--- src/ddt_pkg.sv ---
// ddt_pkg: shared constants and types for the termination/latency link
// assumes: both ends run on core_clk at 100 MHz
package ddt_pkg;
    localparam int CLK_PERIOD_NS = 10;
    // average refresh interval, longest time so rounded down
    localparam int REFI_NS = 7800;
    localparam int REFI_CK = REFI_NS / CLK_PERIOD_NS;
    // depth of the latency pipelines
    localparam int HIST_W = 16;
    localparam logic [3:0] WL_MIN = 4'h5;
    localparam logic [3:0] WL_MAX = 4'h8;
    // term_on_delay = term_off_delay = nominal_to_write_term_delay = wl-2
    localparam logic [3:0] TERM_SUB = 4'h2;
    // termination to power-down spacing is wl-1
    localparam logic [3:0] PD_GAP_SUB = 4'h1;
    // write termination tails after the switch point
    localparam logic [2:0] CHOP_TAIL = 3'h4;
    localparam logic [2:0] FULL_TAIL = 3'h6;
    // internal write start after write latency
    localparam logic [3:0] WS_FULL = 4'h4;
    localparam logic [3:0] WS_CHOP = 4'h2;
    localparam logic [6:0] SHORT_IMPEDANCE_CALIBRATION_CK = 7'h40;
    // impedance error in tenths of a percent
    localparam logic [7:0] ZQ_STEP = 8'h05;
    // read latency is write latency plus one
    localparam logic [3:0] RD_EXTRA = 4'h1;
    // burst spacing, four cycles, held as count minus one
    localparam logic [2:0] BURST_GAP = 3'h3;
    // mode register payload layout
    localparam int MR_W = 12;
    localparam int MR_WL_LSB = 0;
    localparam int MR_BLM_LSB = 4;
    localparam int MR_DYN_BIT = 6;
    localparam int MR_WR_LSB = 7;
    localparam int MR_PAT_BIT = 11;
    localparam logic [1:0] BL_FIXED8 = 2'h0;
    localparam logic [1:0] BL_OTF = 2'h1;
    localparam logic [1:0] BL_FIXED4 = 2'h2;
    localparam logic [1:0] TERM_OFF = 2'h0;
    localparam logic [1:0] TERM_NOM = 2'h1;
    localparam logic [1:0] TERM_WRITE = 2'h2;

    typedef enum logic [3:0] {
        CMD_NOP = 4'h0,
        CMD_ACT = 4'h1,
        CMD_PRE = 4'h2,
        CMD_RD = 4'h3,
        CMD_WR = 4'h4,
        CMD_REF = 4'h5,
        CMD_MRS = 4'h6,
        CMD_SHORT_IMPEDANCE_CALIBRATION = 4'h7
    } ddt_cmd_t;

    typedef enum logic [3:0] {
        OP_NOP = 4'h0,
        OP_ACT = 4'h1,
        OP_PRE = 4'h2,
        OP_RD = 4'h3,
        OP_WR = 4'h4,
        OP_MRS = 4'h5,
        OP_SHORT_IMPEDANCE_CALIBRATION = 4'h6,
        OP_ODT_ON = 4'h7,
        OP_ODT_OFF = 4'h8,
        OP_PD_ENTER = 4'h9,
        OP_PD_EXIT = 4'ha,
        OP_SR_ENTER = 4'hb,
        OP_SR_EXIT = 4'hc
    } ddt_op_t;
endpackage : ddt_pkg

--- src/ddt_link_if.sv ---
// ddt_link_if: command link between controller and memory device
// assumes: both ends clocked by the same core_clk
`timescale 1ns/1ps
interface ddt_link_if;
    logic cke;
    logic odt;
    ddt_pkg::ddt_cmd_t cmd;
    logic chop;
    logic [ddt_pkg::MR_W-1:0] mr_data;
    logic dll_locked;

    modport dev (
        input cke,
        input odt,
        input cmd,
        input chop,
        input mr_data,
        output dll_locked
    );

    modport ctl (
        output cke,
        output odt,
        output cmd,
        output chop,
        output mr_data,
        input dll_locked
    );
endinterface : ddt_link_if

--- src/ddt_ctl.sv ---
// ddt_ctl: controller end, issues commands within latency limits
// assumes: device on the same core_clk, user holds a request until ready
`timescale 1ns/1ps
module ddt_ctl #(
    parameter int WR_NS = 15,
    parameter int REF_PD_CK = 1,
    parameter int XPDLL_CK = 24,
    parameter int PR_RECOV_CK = 1,
    parameter int REFI_CK = ddt_pkg::REFI_CK
) (
    input wire logic core_clk,
    input wire logic resetn,
    input wire logic clk_en,
    ddt_link_if.ctl link,
    input wire logic req_valid,
    input wire ddt_pkg::ddt_op_t req_op,
    input wire logic req_chop,
    input wire logic [3:0] req_wl,
    input wire logic [1:0] req_blm,
    input wire logic req_dyn,
    input wire logic req_pattern,
    output logic req_ready,
    output logic ref_due
);
    // write recovery in cycles, rounded up
    localparam int WR_CK_I = (WR_NS + ddt_pkg::CLK_PERIOD_NS - 1)
        / ddt_pkg::CLK_PERIOD_NS;

    if (WR_CK_I < 1 || WR_CK_I > 15 || REF_PD_CK < 1 || REF_PD_CK > 255
        || XPDLL_CK < 1 || XPDLL_CK > 255 || PR_RECOV_CK < 1
        || PR_RECOV_CK > 200 || REFI_CK < 1 || REFI_CK > 1023)
    begin : g_chk
        $error("ddt_ctl: parameter out of range");
    end

    typedef enum logic [2:0] {
        ST_RUN = 3'b001,
        ST_PD = 3'b010,
        ST_SR = 3'b100
    } ddt_ctl_st_t;

    ddt_ctl_st_t st_r;
    ddt_ctl_st_t st_nxt;
    logic cke_r;
    logic cke_nxt;
    logic odt_r;
    logic odt_nxt;
    ddt_pkg::ddt_cmd_t cmd_r;
    ddt_pkg::ddt_cmd_t cmd_nxt;
    logic chop_r;
    logic chop_nxt;
    logic [ddt_pkg::MR_W-1:0] mr_r;
    logic [ddt_pkg::MR_W-1:0] mr_nxt;
    logic [3:0] wl_r;
    logic [3:0] wl_nxt;
    logic [3:0] wr_r;
    logic [3:0] wr_nxt;
    logic pat_r;
    logic pat_nxt;
    logic [3:0] gap_r;
    logic [3:0] gap_nxt;
    logic [2:0] burst_r;
    logic [2:0] burst_nxt;
    logic [4:0] wpd_r;
    logic [4:0] wpd_nxt;
    logic [7:0] refpd_r;
    logic [7:0] refpd_nxt;
    logic [7:0] xp_r;
    logic [7:0] xp_nxt;
    logic [7:0] prr_r;
    logic [7:0] prr_nxt;
    logic [9:0] refi_r;
    logic [9:0] refi_nxt;
    logic gap_ok;
    logic run;
    logic idle;
    logic dll_ok;
    logic ref_go;
    logic fire;

    assign run = st_r == ST_RUN;
    assign ref_due = refi_r == 10'(REFI_CK);
    assign idle = burst_r == 3'h0;
    assign dll_ok = link.dll_locked && xp_r == 8'h00;
    // next change at least wl-1 edges after the last one
    assign gap_ok = ({1'b0, gap_r} + 5'h01)
        >= {1'b0, wl_r - ddt_pkg::PD_GAP_SUB};
    assign ref_go = run && ref_due && idle;
    assign fire = req_valid && req_ready && !ref_go;

    always_comb begin
        case (req_op)
            ddt_pkg::OP_NOP: req_ready = 1'b1;
            ddt_pkg::OP_ACT,
            ddt_pkg::OP_PRE,
            ddt_pkg::OP_SHORT_IMPEDANCE_CALIBRATION: req_ready = run && !ref_due;
            ddt_pkg::OP_RD: req_ready = run && !ref_due && idle && dll_ok;
            ddt_pkg::OP_WR: req_ready = run && !ref_due && idle;
            ddt_pkg::OP_MRS: req_ready = run && !ref_due && idle
                && prr_r == 8'h00
                && req_wl >= ddt_pkg::WL_MIN && req_wl <= ddt_pkg::WL_MAX;
            ddt_pkg::OP_ODT_ON,
            ddt_pkg::OP_ODT_OFF: req_ready = st_r != ST_SR
                && gap_ok && dll_ok;
            ddt_pkg::OP_PD_ENTER: req_ready = run && !ref_due && idle
                && gap_ok && wpd_r == 5'h00
                && refpd_r == 8'h00;
            ddt_pkg::OP_PD_EXIT: req_ready = st_r == ST_PD && gap_ok;
            ddt_pkg::OP_SR_ENTER: req_ready = run && idle
                && wpd_r == 5'h00;
            ddt_pkg::OP_SR_EXIT: req_ready = st_r == ST_SR;
            default: req_ready = 1'b0;
        endcase
    end

    always_comb begin
        st_nxt = st_r;
        cke_nxt = cke_r;
        odt_nxt = odt_r;
        cmd_nxt = ddt_pkg::CMD_NOP;
        chop_nxt = 1'b0;
        mr_nxt = mr_r;
        wl_nxt = wl_r;
        wr_nxt = wr_r;
        pat_nxt = pat_r;
        gap_nxt = (gap_r == 4'he) ? gap_r : gap_r + 4'h1;
        burst_nxt = idle ? burst_r : burst_r - 3'h1;
        wpd_nxt = (wpd_r == 5'h00) ? wpd_r : wpd_r - 5'h01;
        refpd_nxt = (refpd_r == 8'h00) ? refpd_r : refpd_r - 8'h01;
        xp_nxt = (xp_r == 8'h00) ? xp_r : xp_r - 8'h01;
        prr_nxt = (prr_r == 8'h00) ? prr_r : prr_r - 8'h01;
        refi_nxt = ref_due ? refi_r : refi_r + 10'h001;
        if (ref_go) begin
            cmd_nxt = ddt_pkg::CMD_REF;
            refi_nxt = 10'h000;
            refpd_nxt = 8'(REF_PD_CK - 1);
        end else if (fire) begin
            case (req_op)
                ddt_pkg::OP_ACT: cmd_nxt = ddt_pkg::CMD_ACT;
                ddt_pkg::OP_PRE: cmd_nxt = ddt_pkg::CMD_PRE;
                ddt_pkg::OP_SHORT_IMPEDANCE_CALIBRATION: cmd_nxt = ddt_pkg::CMD_SHORT_IMPEDANCE_CALIBRATION;
                ddt_pkg::OP_RD: begin
                    cmd_nxt = ddt_pkg::CMD_RD;
                    chop_nxt = req_chop;
                    burst_nxt = ddt_pkg::BURST_GAP;
                    if (pat_r) begin
                        // recovery counted from end of pattern burst
                        prr_nxt = 8'(wl_r + ddt_pkg::RD_EXTRA
                            + ddt_pkg::WS_FULL) + 8'(PR_RECOV_CK - 1);
                    end
                end
                ddt_pkg::OP_WR: begin
                    cmd_nxt = ddt_pkg::CMD_WR;
                    chop_nxt = req_chop;
                    burst_nxt = ddt_pkg::BURST_GAP;
                    wpd_nxt = {1'b0, wl_r} + {1'b0, ddt_pkg::WS_FULL}
                        + {1'b0, wr_r} - 5'h01;
                end
                ddt_pkg::OP_MRS: begin
                    cmd_nxt = ddt_pkg::CMD_MRS;
                    mr_nxt = {req_pattern, 4'(WR_CK_I), req_dyn, req_blm,
                        req_wl};
                    wl_nxt = req_wl;
                    wr_nxt = 4'(WR_CK_I);
                    pat_nxt = req_pattern;
                end
                ddt_pkg::OP_ODT_ON,
                ddt_pkg::OP_ODT_OFF: begin
                    odt_nxt = req_op == ddt_pkg::OP_ODT_ON;
                    gap_nxt = 4'h0;
                end
                ddt_pkg::OP_PD_ENTER: begin
                    cke_nxt = 1'b0;
                    st_nxt = ST_PD;
                    gap_nxt = 4'h0;
                end
                ddt_pkg::OP_PD_EXIT: begin
                    cke_nxt = 1'b1;
                    st_nxt = ST_RUN;
                    gap_nxt = 4'h0;
                    xp_nxt = 8'(XPDLL_CK - 1);
                end
                ddt_pkg::OP_SR_ENTER: begin
                    cmd_nxt = ddt_pkg::CMD_REF;
                    cke_nxt = 1'b0;
                    st_nxt = ST_SR;
                    refi_nxt = 10'h000;
                end
                ddt_pkg::OP_SR_EXIT: begin
                    cke_nxt = 1'b1;
                    st_nxt = ST_RUN;
                    xp_nxt = 8'(XPDLL_CK - 1);
                end
                default: cmd_nxt = ddt_pkg::CMD_NOP;
            endcase
        end
    end

    always_ff @(posedge core_clk) begin
        if (!resetn) begin
            st_r <= ST_RUN;
            cke_r <= 1'b1;
            odt_r <= 1'b0;
            cmd_r <= ddt_pkg::CMD_NOP;
            chop_r <= 1'b0;
            mr_r <= '0;
            wl_r <= ddt_pkg::WL_MIN;
            wr_r <= 4'(WR_CK_I);
            pat_r <= 1'b0;
            gap_r <= 4'he;
            burst_r <= 3'h0;
            wpd_r <= 5'h00;
            refpd_r <= 8'h00;
            xp_r <= 8'h00;
            prr_r <= 8'h00;
            refi_r <= 10'h000;
        end else if (clk_en) begin
            st_r <= st_nxt;
            cke_r <= cke_nxt;
            odt_r <= odt_nxt;
            cmd_r <= cmd_nxt;
            chop_r <= chop_nxt;
            mr_r <= mr_nxt;
            wl_r <= wl_nxt;
            wr_r <= wr_nxt;
            pat_r <= pat_nxt;
            gap_r <= gap_nxt;
            burst_r <= burst_nxt;
            wpd_r <= wpd_nxt;
            refpd_r <= refpd_nxt;
            xp_r <= xp_nxt;
            prr_r <= prr_nxt;
            refi_r <= refi_nxt;
        end
    end

    assign link.cke = cke_r;
    assign link.odt = odt_r;
    assign link.cmd = cmd_r;
    assign link.chop = chop_r;
    assign link.mr_data = mr_r;
endmodule : ddt_ctl

--- src/flat_wrapper.sv ---
// flat-port wrapper written by rule: the top's interface ports become plain ports
module ddt_ctl_flat 
#(
    parameter int WR_NS = 15,
    parameter int REF_PD_CK = 1,
    parameter int XPDLL_CK = 24,
    parameter int PR_RECOV_CK = 1,
    parameter int REFI_CK = ddt_pkg::REFI_CK
)
  (core_clk, resetn, clk_en, req_valid, req_op, req_chop, req_wl, req_blm, req_dyn, req_pattern, req_ready, ref_due, link_cke, link_odt, link_cmd, link_chop, link_mr_data, link_dll_locked);
  ddt_link_if link_i ();
  input wire logic core_clk;
  input wire logic resetn;
  input wire logic clk_en;
  input wire logic req_valid;
  input wire ddt_pkg::ddt_op_t req_op;
  input wire logic req_chop;
  input wire logic [3:0] req_wl;
  input wire logic [1:0] req_blm;
  input wire logic req_dyn;
  input wire logic req_pattern;
  output logic req_ready;
  output logic ref_due;
  output wire logic [$bits(link_i.cke)-1:0] link_cke;
  output wire logic [$bits(link_i.odt)-1:0] link_odt;
  output wire logic [$bits(link_i.cmd)-1:0] link_cmd;
  output wire logic [$bits(link_i.chop)-1:0] link_chop;
  output wire logic [$bits(link_i.mr_data)-1:0] link_mr_data;
  input wire logic [$bits(link_i.dll_locked)-1:0] link_dll_locked;
  assign link_cke = link_i.cke;
  assign link_odt = link_i.odt;
  assign link_cmd = link_i.cmd;
  assign link_chop = link_i.chop;
  assign link_mr_data = link_i.mr_data;
  assign link_i.dll_locked = link_dll_locked;
  ddt_ctl #(.WR_NS(WR_NS), .REF_PD_CK(REF_PD_CK), .XPDLL_CK(XPDLL_CK), .PR_RECOV_CK(PR_RECOV_CK), .REFI_CK(REFI_CK)) u_core (.core_clk(core_clk), .resetn(resetn), .clk_en(clk_en), .link(link_i), .req_valid(req_valid), .req_op(req_op), .req_chop(req_chop), .req_wl(req_wl), .req_blm(req_blm), .req_dyn(req_dyn), .req_pattern(req_pattern), .req_ready(req_ready), .ref_due(ref_due));
endmodule
--- config.mk ---
export PLATFORM = sky130hd
export DESIGN_NAME = ddt_ctl_flat
export DESIGN_NICKNAME = d
export VERILOG_FILES = /design/src/ddt_pkg.sv /design/src/ddt_link_if.sv /design/src/ddt_ctl.sv /design/src/flat_wrapper.sv
export SDC_FILE = /design/constraint.sdc
export NUM_CORES = 1
export LEC_CHECK = 0
export BUFFER_PORTS_ARGS = -buffer_cell sky130_fd_sc_hd__buf_2
export CORE_ASPECT_RATIO = 0.7
export CORE_MARGIN = 2
export CORE_UTILIZATION = 39
export CTS_CLUSTER_SIZE = 12
export DETAILED_ROUTE_END_ITERATION = 12
export PLACE_DENSITY = 0.52
export SETUP_SLACK_MARGIN = 0.1
export SYNTH_ARGS = -nofsm -noshare
export SYNTH_HDL_FRONTEND = slang
export SYNTH_SLANG_ARGS = --single-unit
--- constraint.sdc ---
create_clock -name core_clk -period 4.4 [get_ports core_clk]
set_input_delay 0.44 -clock core_clk [delete_from_list [all_inputs] [get_ports core_clk]]
set_output_delay 0.44 -clock core_clk [all_outputs]
set_load 0.005 [all_outputs]
==> flow_summary.yaml, run 1 <==
cells_and_area:
  n_antenna_cell: 0
  nets: 570
  drive_gt1_frac: 0.1317
  post-route-util: 0.4591
  area_delta_synth_final_pct: 12.52
  finalInstanceArea_sq_mm: 0.004532
routing:
  viasPerCell: 5.484
  route.antenna.remaining_nets: 0
  route.detailed.drc: 0
  drt_first_pass_iters: 5
  wirelength_microns: 10020
  drtIter0Drc: 211
  wl_per_cell_microns: 15.02
  vias: 3658
cts:
  cts_root_buf: "clkbuf_16"
  post-cts-setup-buffers: 0
  cts_sinks: 66
  cts_hold_buffers: 0
  cts_resized: 0
  clk_pin_slew_ns: 0.06
  tritoncts: "done"
  cts.path.max_buffers: 2
  insertion_delay_ns: 0.34
  cts_inserted_buffers: 9
  htreeDepth: 3
floorplan:
  die_x_microns: 125.5
  rows: 30
  boundaryPins: 39
  core_area_sq_mm: 0.009872
  start_util: 0.4080
  die_y_microns: 89.03
  die-area_sq_mm: 0.01117
pwr:
  leakage_uw: 0.001841
  power_density_mw_per_mm2: 495.0
  ir_drop_mv: 0.1805
critical_path:
  critPathRequiredTime_ns: 4.68
  worstPathCellList: "inv_1 > ha_1 > xnor2_1 > ha_1 > a21oi_1 > o21ai_0 > a211o_1 > a222oi_1 > a21boi_2 > a21oi_2 > a21o_1 > a22o_1"
  cp.arrival_ns: 3.95
  startpoint_type: "register"
  cp_max_fo: 14
  r2r_cells: 12
  cp_slowest_cell: "a222oi_1"
  endpoint: "u_core.refi_r[6]"
  ff2ff_setup_slack_ns: 0.73
  critPathKind: "register to register"
  crit_start: "u_core.wl_r[0]"
  cpPeakStageDelay_ns: 0.70
  path_common_cell: "ha_1"
  cp_num_cells: 12
  crit_buf_inv: 1
  r2r-end: "u_core.refi_r[6]"
  worstReg2RegStart: "u_core.wl_r[0]"
  cpLargestDelayFamily: "compound AO/OA/AOI/OAI gates"
  end_kind: "register"
yosys:
  synth_fa_ha_area_frac: 0.05592
  synth_mux_area_frac: 0.009941
  synth_top_family_by_area: "simple AND/OR/NAND/NOR gates"
  synth_warnings: 0
  synth_compound_area_frac: 0.2084
  synth-simple-area-share: 0.2976
  yosysUniqueCellTypes: 70
  synthXorXnorAreaFrac: 0.03479
  synth_ff_type: "dfxtp_1"
  synth_edf_count: 0
  netlist_instances: 515
  syn_avg_cell_area_sq_um: 7.821
  ys_ff_latch: 66
  synthArstFlopShare: 0
  syn_area_sq_mm: 0.004028
  seq_area_frac_synth: 0.3281
global_route:
  grt_pass1_vias: 3295
  grt_use_total: 0.1885
  overflow: 0
  antenna_found_initial: 0
  grt_pass1_wl_microns: 16790
  grt_max_degree: 46
placed_design:
  dp_hpwl_microns: 7059
  placed_area_sq_mm: 0.004227
  portBuffers: 34
  gp_congestion: 0.8280
hold_path:
  min_path_cells: 3
  hold_class: "input port to register"
  hold_path.startpoint: "req_pattern"
timing:
  finalSetupTns_ns: 0
  hold_viol_final: 0
  clock.fmax_ghz: 0.2727
  maxSlewHeadroom: 0.4307
  drv_slew: 0
  tightestPinTransition_ns: 0.8540
  setup_viol: 0
  skew_ns: 0.007694
  fin_crit_sh: 0.8336
  whs_ns: 0.3240
  rsz0062_at_grt: "false"
  min_period_ns: 3.668
run:
  drv_cap: 0
status:
  status: "finished clean"
[logic make-up (layout without fill, tap and decap cells)]
family	Yosys count	in the layout
compound gates	132	132
xor+xnor	16	16
simple gates	222	222
mux	4	4
fa+ha+maj	18	18
buf+inv	56	77
other cells	1	4
flops	66	66
[synthesized netlist by cell type, types with 3 or more instances]
| master | instances | area (sq um) |
|---|---|---|
| nand4_1 | 3 | 18.77 |
| or3_1 | 5 | 31.28 |
| mux2i_1 | 4 | 40.04 |
| xor2_1 | 5 | 43.79 |
| buf_4 | 10 | 75.07 |
| nand3_1 | 37 | 185.2 |
| o21ai_0 | 30 | 150.1 |
| o22ai_1 | 4 | 25.02 |
| o21ai_1 | 15 | 75.07 |
| a22o_1 | 5 | 43.79 |
| nor3_1 | 8 | 40.04 |
| nor3b_1 | 6 | 45.04 |
| nor2_1 | 42 | 157.7 |
| a311oi_1 | 3 | 26.28 |
| xnor2_1 | 11 | 96.34 |
| nand3b_1 | 3 | 22.52 |
| buf_2 | 3 | 15.01 |
| a21oi_1 | 30 | 150.1 |
| dfxtp_1 | 66 | 1321 |
| inv_1 | 23 | 86.33 |
| nand4b_1 | 3 | 26.28 |
| nand2b_1 | 9 | 56.30 |
| ha_1 | 18 | 225.2 |
| nor4_1 | 6 | 37.54 |
| a21oi_2 | 3 | 26.28 |
| nand2_1 | 55 | 206.5 |
| a22oi_1 | 4 | 30.03 |
| o21a_1 | 5 | 37.54 |
| a21o_1 | 3 | 22.52 |
| and4b_1 | 3 | 30.03 |
| a31oi_1 | 8 | 50.05 |
| or4b_1 | 3 | 30.03 |
| nor2b_1 | 9 | 56.30 |
| and3_1 | 11 | 68.82 |
| clkbuf_1 | 18 | 67.56 |
[per-layer routing]
metal	vias up	share of wire	global-route usage
li1	1885	-	-
met2	85	0.40	0.2727
met3	11	0.051	0.05027
met4	0	0.013	0.05859
met1	1677	0.54	0.2734
met5	-	0	0
[how the worst min path moves through the flow]
stage | end
floorplan | u_core.refi_r[4]
global placement | u_core.link.mr_data[4]
detailed placement | u_core.link.mr_data[2]
CTS | u_core.pat_r
global route | u_core.link.mr_data[4]
finish | u_core.pat_r
[state kept, by name, summed over array words and instances, names as in the netlist, 4 cells and up]
| signal | count |
|---|---|
| u_core.wpd_r | 5 |
| u_core.refpd_r | 8 |
| u_core.link.mr_data | 7 |
| u_core.refi_r | 10 |
| u_core.prr_r | 8 |
| u_core.xp_r | 8 |
| u_core.gap_r | 4 |
[report_power, final]
| part | internal, uW | leakage, uW | switching, uW |
|---|---|---|---|
| logic | 325 | 0.00116 | 421 |
| registers | 680 | 0.000537 | 80.6 |
| clock network | 454 | 0.000141 | 283 |
| total | 1460 | 0.00184 | 784 |
[tightest hold or removal path: stages]
cell     delay (ns)
buf_2          0.07
nand3_1        0.05
o21ai_1        0.06
[layout make-up]
type	count	area, sq um
clock buffer	10	239.0
clock inverter	6	66.31
fill	1009	5340
inverter	23	86.33
multi-input combinational	396	2459
sequential	66	1321
tap	128	160.2
timing repair buffer	38	200.2
[placed cells by master, fill, tap and decap left out, drive strengths merged, types with 6 or more instances in the layout]
cell type / instances
dfxtp: 66
nand2: 55
o21ai: 45
nor2: 43
buf: 38
nand3: 37
a21oi: 33
inv: 23
ha: 18
and3: 12
xnor2: 11
nand2b: 10
nor2b: 10
clkbuf: 10
nor3: 9
a31oi: 8
nor4: 7
nor3b: 6
[stage by stage]
stage / std cells / total power, uW / worst slack [ns]
floorplan: 518 / 1351 / 1.268
global placement: 651 / 1511 / 0.9129
detailed placement: 651 / 1511 / 0.7552
CTS: 667 / 2256 / 0.7500
global route: 667 / 2408 / 0.4609
finish: 667 / 2243 / 0.7324
No activity file was read; power rests on OpenSTA's default activity.
==> run 2: changes to the inputs <==
--- a/config.mk
+++ b/config.mk
@@ -5,6 +5,7 @@
 export SDC_FILE = /design/constraint.sdc
 export NUM_CORES = 1
 export LEC_CHECK = 0
+export ABC_AREA = 1
 export BUFFER_PORTS_ARGS = -buffer_cell sky130_fd_sc_hd__buf_2
 export CORE_ASPECT_RATIO = 0.7
 export CORE_MARGIN = 2
==> constraint.sdc (replaced) <==
create_clock -name core_clk -period 3.6 [get_ports core_clk]
set_input_delay 0.36 -clock core_clk [delete_from_list [all_inputs] [get_ports core_clk]]
set_output_delay 0.36 -clock core_clk [all_outputs]
set_load 0.005 [all_outputs]
==> run 2 against run 1 <==
Effect of this change: cell count is 27% higher; synthesized cell count is 29% higher; power rose by 52%; core utilization is 0.97 points lower; clock skew barely moved; final area rose by 8.0%; sequential cell count is the same; combinational power is 100% higher.
==> flow_summary.yaml, run 2 <==
yosys:
  synth_warnings: 0
  synth_top_area_frac: 0.3063
  synth.area.top_cells: "dfxtp_1 (31%), nand2_1 (16%), a21oi_1 (7.5%)"
  yosysUniqueCellTypes: 42
  ys_ff_latch: 66
  synth_edf_count: 0
  synthArstFlopShare: 0
  seq_area_frac_synth: 0.3063
  syn_avg_cell_area_sq_um: 6.487
  syn_area_sq_mm: 0.004314
  synth_ff_type: "dfxtp_1"
  synth_top_cells_by_count: "nand2_1 (183), inv_1 (77), dfxtp_1 (66), a21oi_1 (65), nor2_1 (61)"
  yosysTopAreaCell: "dfxtp_1"
  yosysMostFrequentCell: "nand2_1"
  netlist_instances: 665
floorplan:
  start_util: 0.3961
  core_area_sq_mm: 0.01089
  rows: 32
  die-area_sq_mm: 0.01193
  boundaryPins: 39
  die_y_microns: 92.00
  die_x_microns: 129.7
routing:
  drt_first_pass_iters: 5
  drtIter0Drc: 248
  wl_per_cell_microns: 12.76
  route.detailed.drc: 0
  route.antenna.remaining_nets: 0
  viasPerCell: 4.852
  wirelength_microns: 10840
  vias: 4119
critical_path:
  r2r-end: "u_core.xp_r[6]"
  crit_start: "u_core.wl_r[0]"
  cpPeakStageDelay_ns: 0.43
  cp_max_fo: 15
  path_common_cell: "nand2_1"
  cpLargestDelayFamily: "simple AND/OR/NAND/NOR gates"
  ff2ff_setup_slack_ns: 0.84
  startpoint_type: "register"
  crit_buf_inv: 2
  worstReg2RegStart: "u_core.wl_r[0]"
  critPathKind: "register to output port"
  cp.arrival_ns: 2.45
  worstPathCellList: "inv_1 > ha_1 > xnor2_1 > ha_1 > a21oi_1 > nand2_1 > nand2_1 > nand2_1 > nand2_1 > nand2_1 > nand2_1 > nand3_4 > buf_2"
  cp_num_cells: 13
  r2r_cells: 17
  end_kind: "output port"
  critPathRequiredTime_ns: 3.24
  endpoint: "req_ready"
  cp_slowest_cell: "dfxtp_1"
cells_and_area:
  layout_commonest_cell: "nand2_1"
  drive_gt1_frac: 0.1207
  n_antenna_cell: 0
  post-route-util: 0.4493
  nets: 727
  layout.cells.non_filler: 849
  layout_common_cells: "nand2_1 (183), inv_1 (77), dfxtp_1 (66)"
  largest_register_ffs: 10
  area_delta_synth_final_pct: 13.43
  regMostFlops: "u_core.refi_r"
timing:
  maxSlewHeadroom: 0.3275
  layout_setup_ws_ns: 0.7868
  fin_crit_sh: 0.7815
  rsz0062_at_grt: "false"
  clock.fmax_ghz: 0.3555
  setup_viol: 0
  hold_viol_final: 0
  min_period_ns: 2.813
  finalSetupTns_ns: 0
  skew_ns: 0.008181
  tightestPinTransition_ns: 1.008
  drv_slew: 0
pwr:
  pwr-share-seq: 0.289
  cell_internal_pwr_uw: 2051
  leakage_uw: 0.002283
  comb_power_share: 0.435
  clkPwrFrac: 0.276
  switching_power_uw: 1367
  p_sw_frac: 0.3999
  ir_drop_mv: 0.2791
  power_density_mw_per_mm2: 698.6
cts:
  cts_sinks: 66
  clk_pin_slew_ns: 0.06
  cts_inserted_buffers: 9
  insertion_delay_ns: 0.34
  cts_hold_buffers: 0
  post-cts-setup-buffers: 0
  cts_resized: 0
  htreeDepth: 3
  tritoncts: "done"
  cts.path.max_buffers: 2
  cts_root_buf: "clkbuf_16"
global_route:
  grt_pass1_vias: 3806
  grt_use_total: 0.1952
  antenna_found_initial: 0
  grt_pass1_wl_microns: 18400
  grt_max_degree: 42
  overflow: 0
status:
  status: "finished clean"
placed_design:
  gp_congestion: 0.8551
  pre_cts_ws_ns: 0.8572
  portBuffers: 34
  dp_hpwl_microns: 7858
  placedCellCount: 833
hold_path:
  hold_class: "input port to register"
run:
  drv_cap: 0
[run 2: tightest hold or removal path: cells and delay by family]
family                 cells  cell delay [ns]
and+or+nand+nor            1             0.05
AOI/OAI and AO/OA          1             0.05
buffers and inverters      1             0.09
[run 2: area by class of cell]
type	instances	area, sq um
clock buffer	9	225.2
clock inverter	7	93.84
fill	1167	5997
inverter	84	315.3
multi-input combinational	492	2546
sequential	66	1321
tap	153	191.4
timing repair buffer	38	200.2
[run 2: kinds of logic (layout without fill, tap and decap cells)]
family / Yosys count / after routing / synth area share
and+or+nand+nor: 341 / 341 / 0.3524
DFF: 66 / 66 / 0.3063
other: 1 / 4 / 0.0008692
AOI/OAI and AO/OA: 98 / 98 / 0.1186
muxes: 1 / 1 / 0.002610
buffers and inverters: 110 / 138 / 0.1061
adders and majority gates: 18 / 18 / 0.05221
xor gates and xnor gates: 30 / 30 / 0.06090
[run 2: worst min path at each step]
stage	depth (start not counted)	end	slack, ns	startpoint
after floorplan	1	u_core.refpd_r[0]	0.42	u_core.refpd_r[0]
after global placement	1	u_core.refpd_r[0]	0.44	u_core.refpd_r[0]
after detailed placement	1	u_core.refpd_r[0]	0.45	u_core.refpd_r[0]
after CTS	3	u_core.link.mr_data[6]	0.26	req_dyn
after global routing	3	u_core.link.mr_data[5]	0.28	req_blm[1]
final	3	u_core.link.mr_data[6]	0.27	req_dyn
[run 2: power groups by stage]
stage	sequential, uW	combinational [uW]	clock [uW]
floorplan	975	1210	0
global placement	999	1470	0
detailed placement	1000	1460	0
CTS	988	1480	967
global route	1010	1720	1000
finish	989	1490	943
[run 2: layer usage]
layer / vias up / global-route usage / wire length [microns]
met4: 0 / 0.05824 / 131
met5: - / 0 / 0
met1: 1854 / 0.2747 / 5615
met2: 94 / 0.2928 / 4532
li1: 2160 / - / -
met3: 11 / 0.04959 / 554
[run 2: per-stage QoR]
step,total power [uW],instance area [sq um],hold slack [ns]
6_report,3418,4893,0.2657
3_3_place_gp,2464,4574,0.4428
5_1_grt,3732,4893,0.2766
2_1_floorplan,2189,4325,0.4226
4_1_cts,3434,4893,0.2597
3_5_place_dp,2466,4574,0.4466
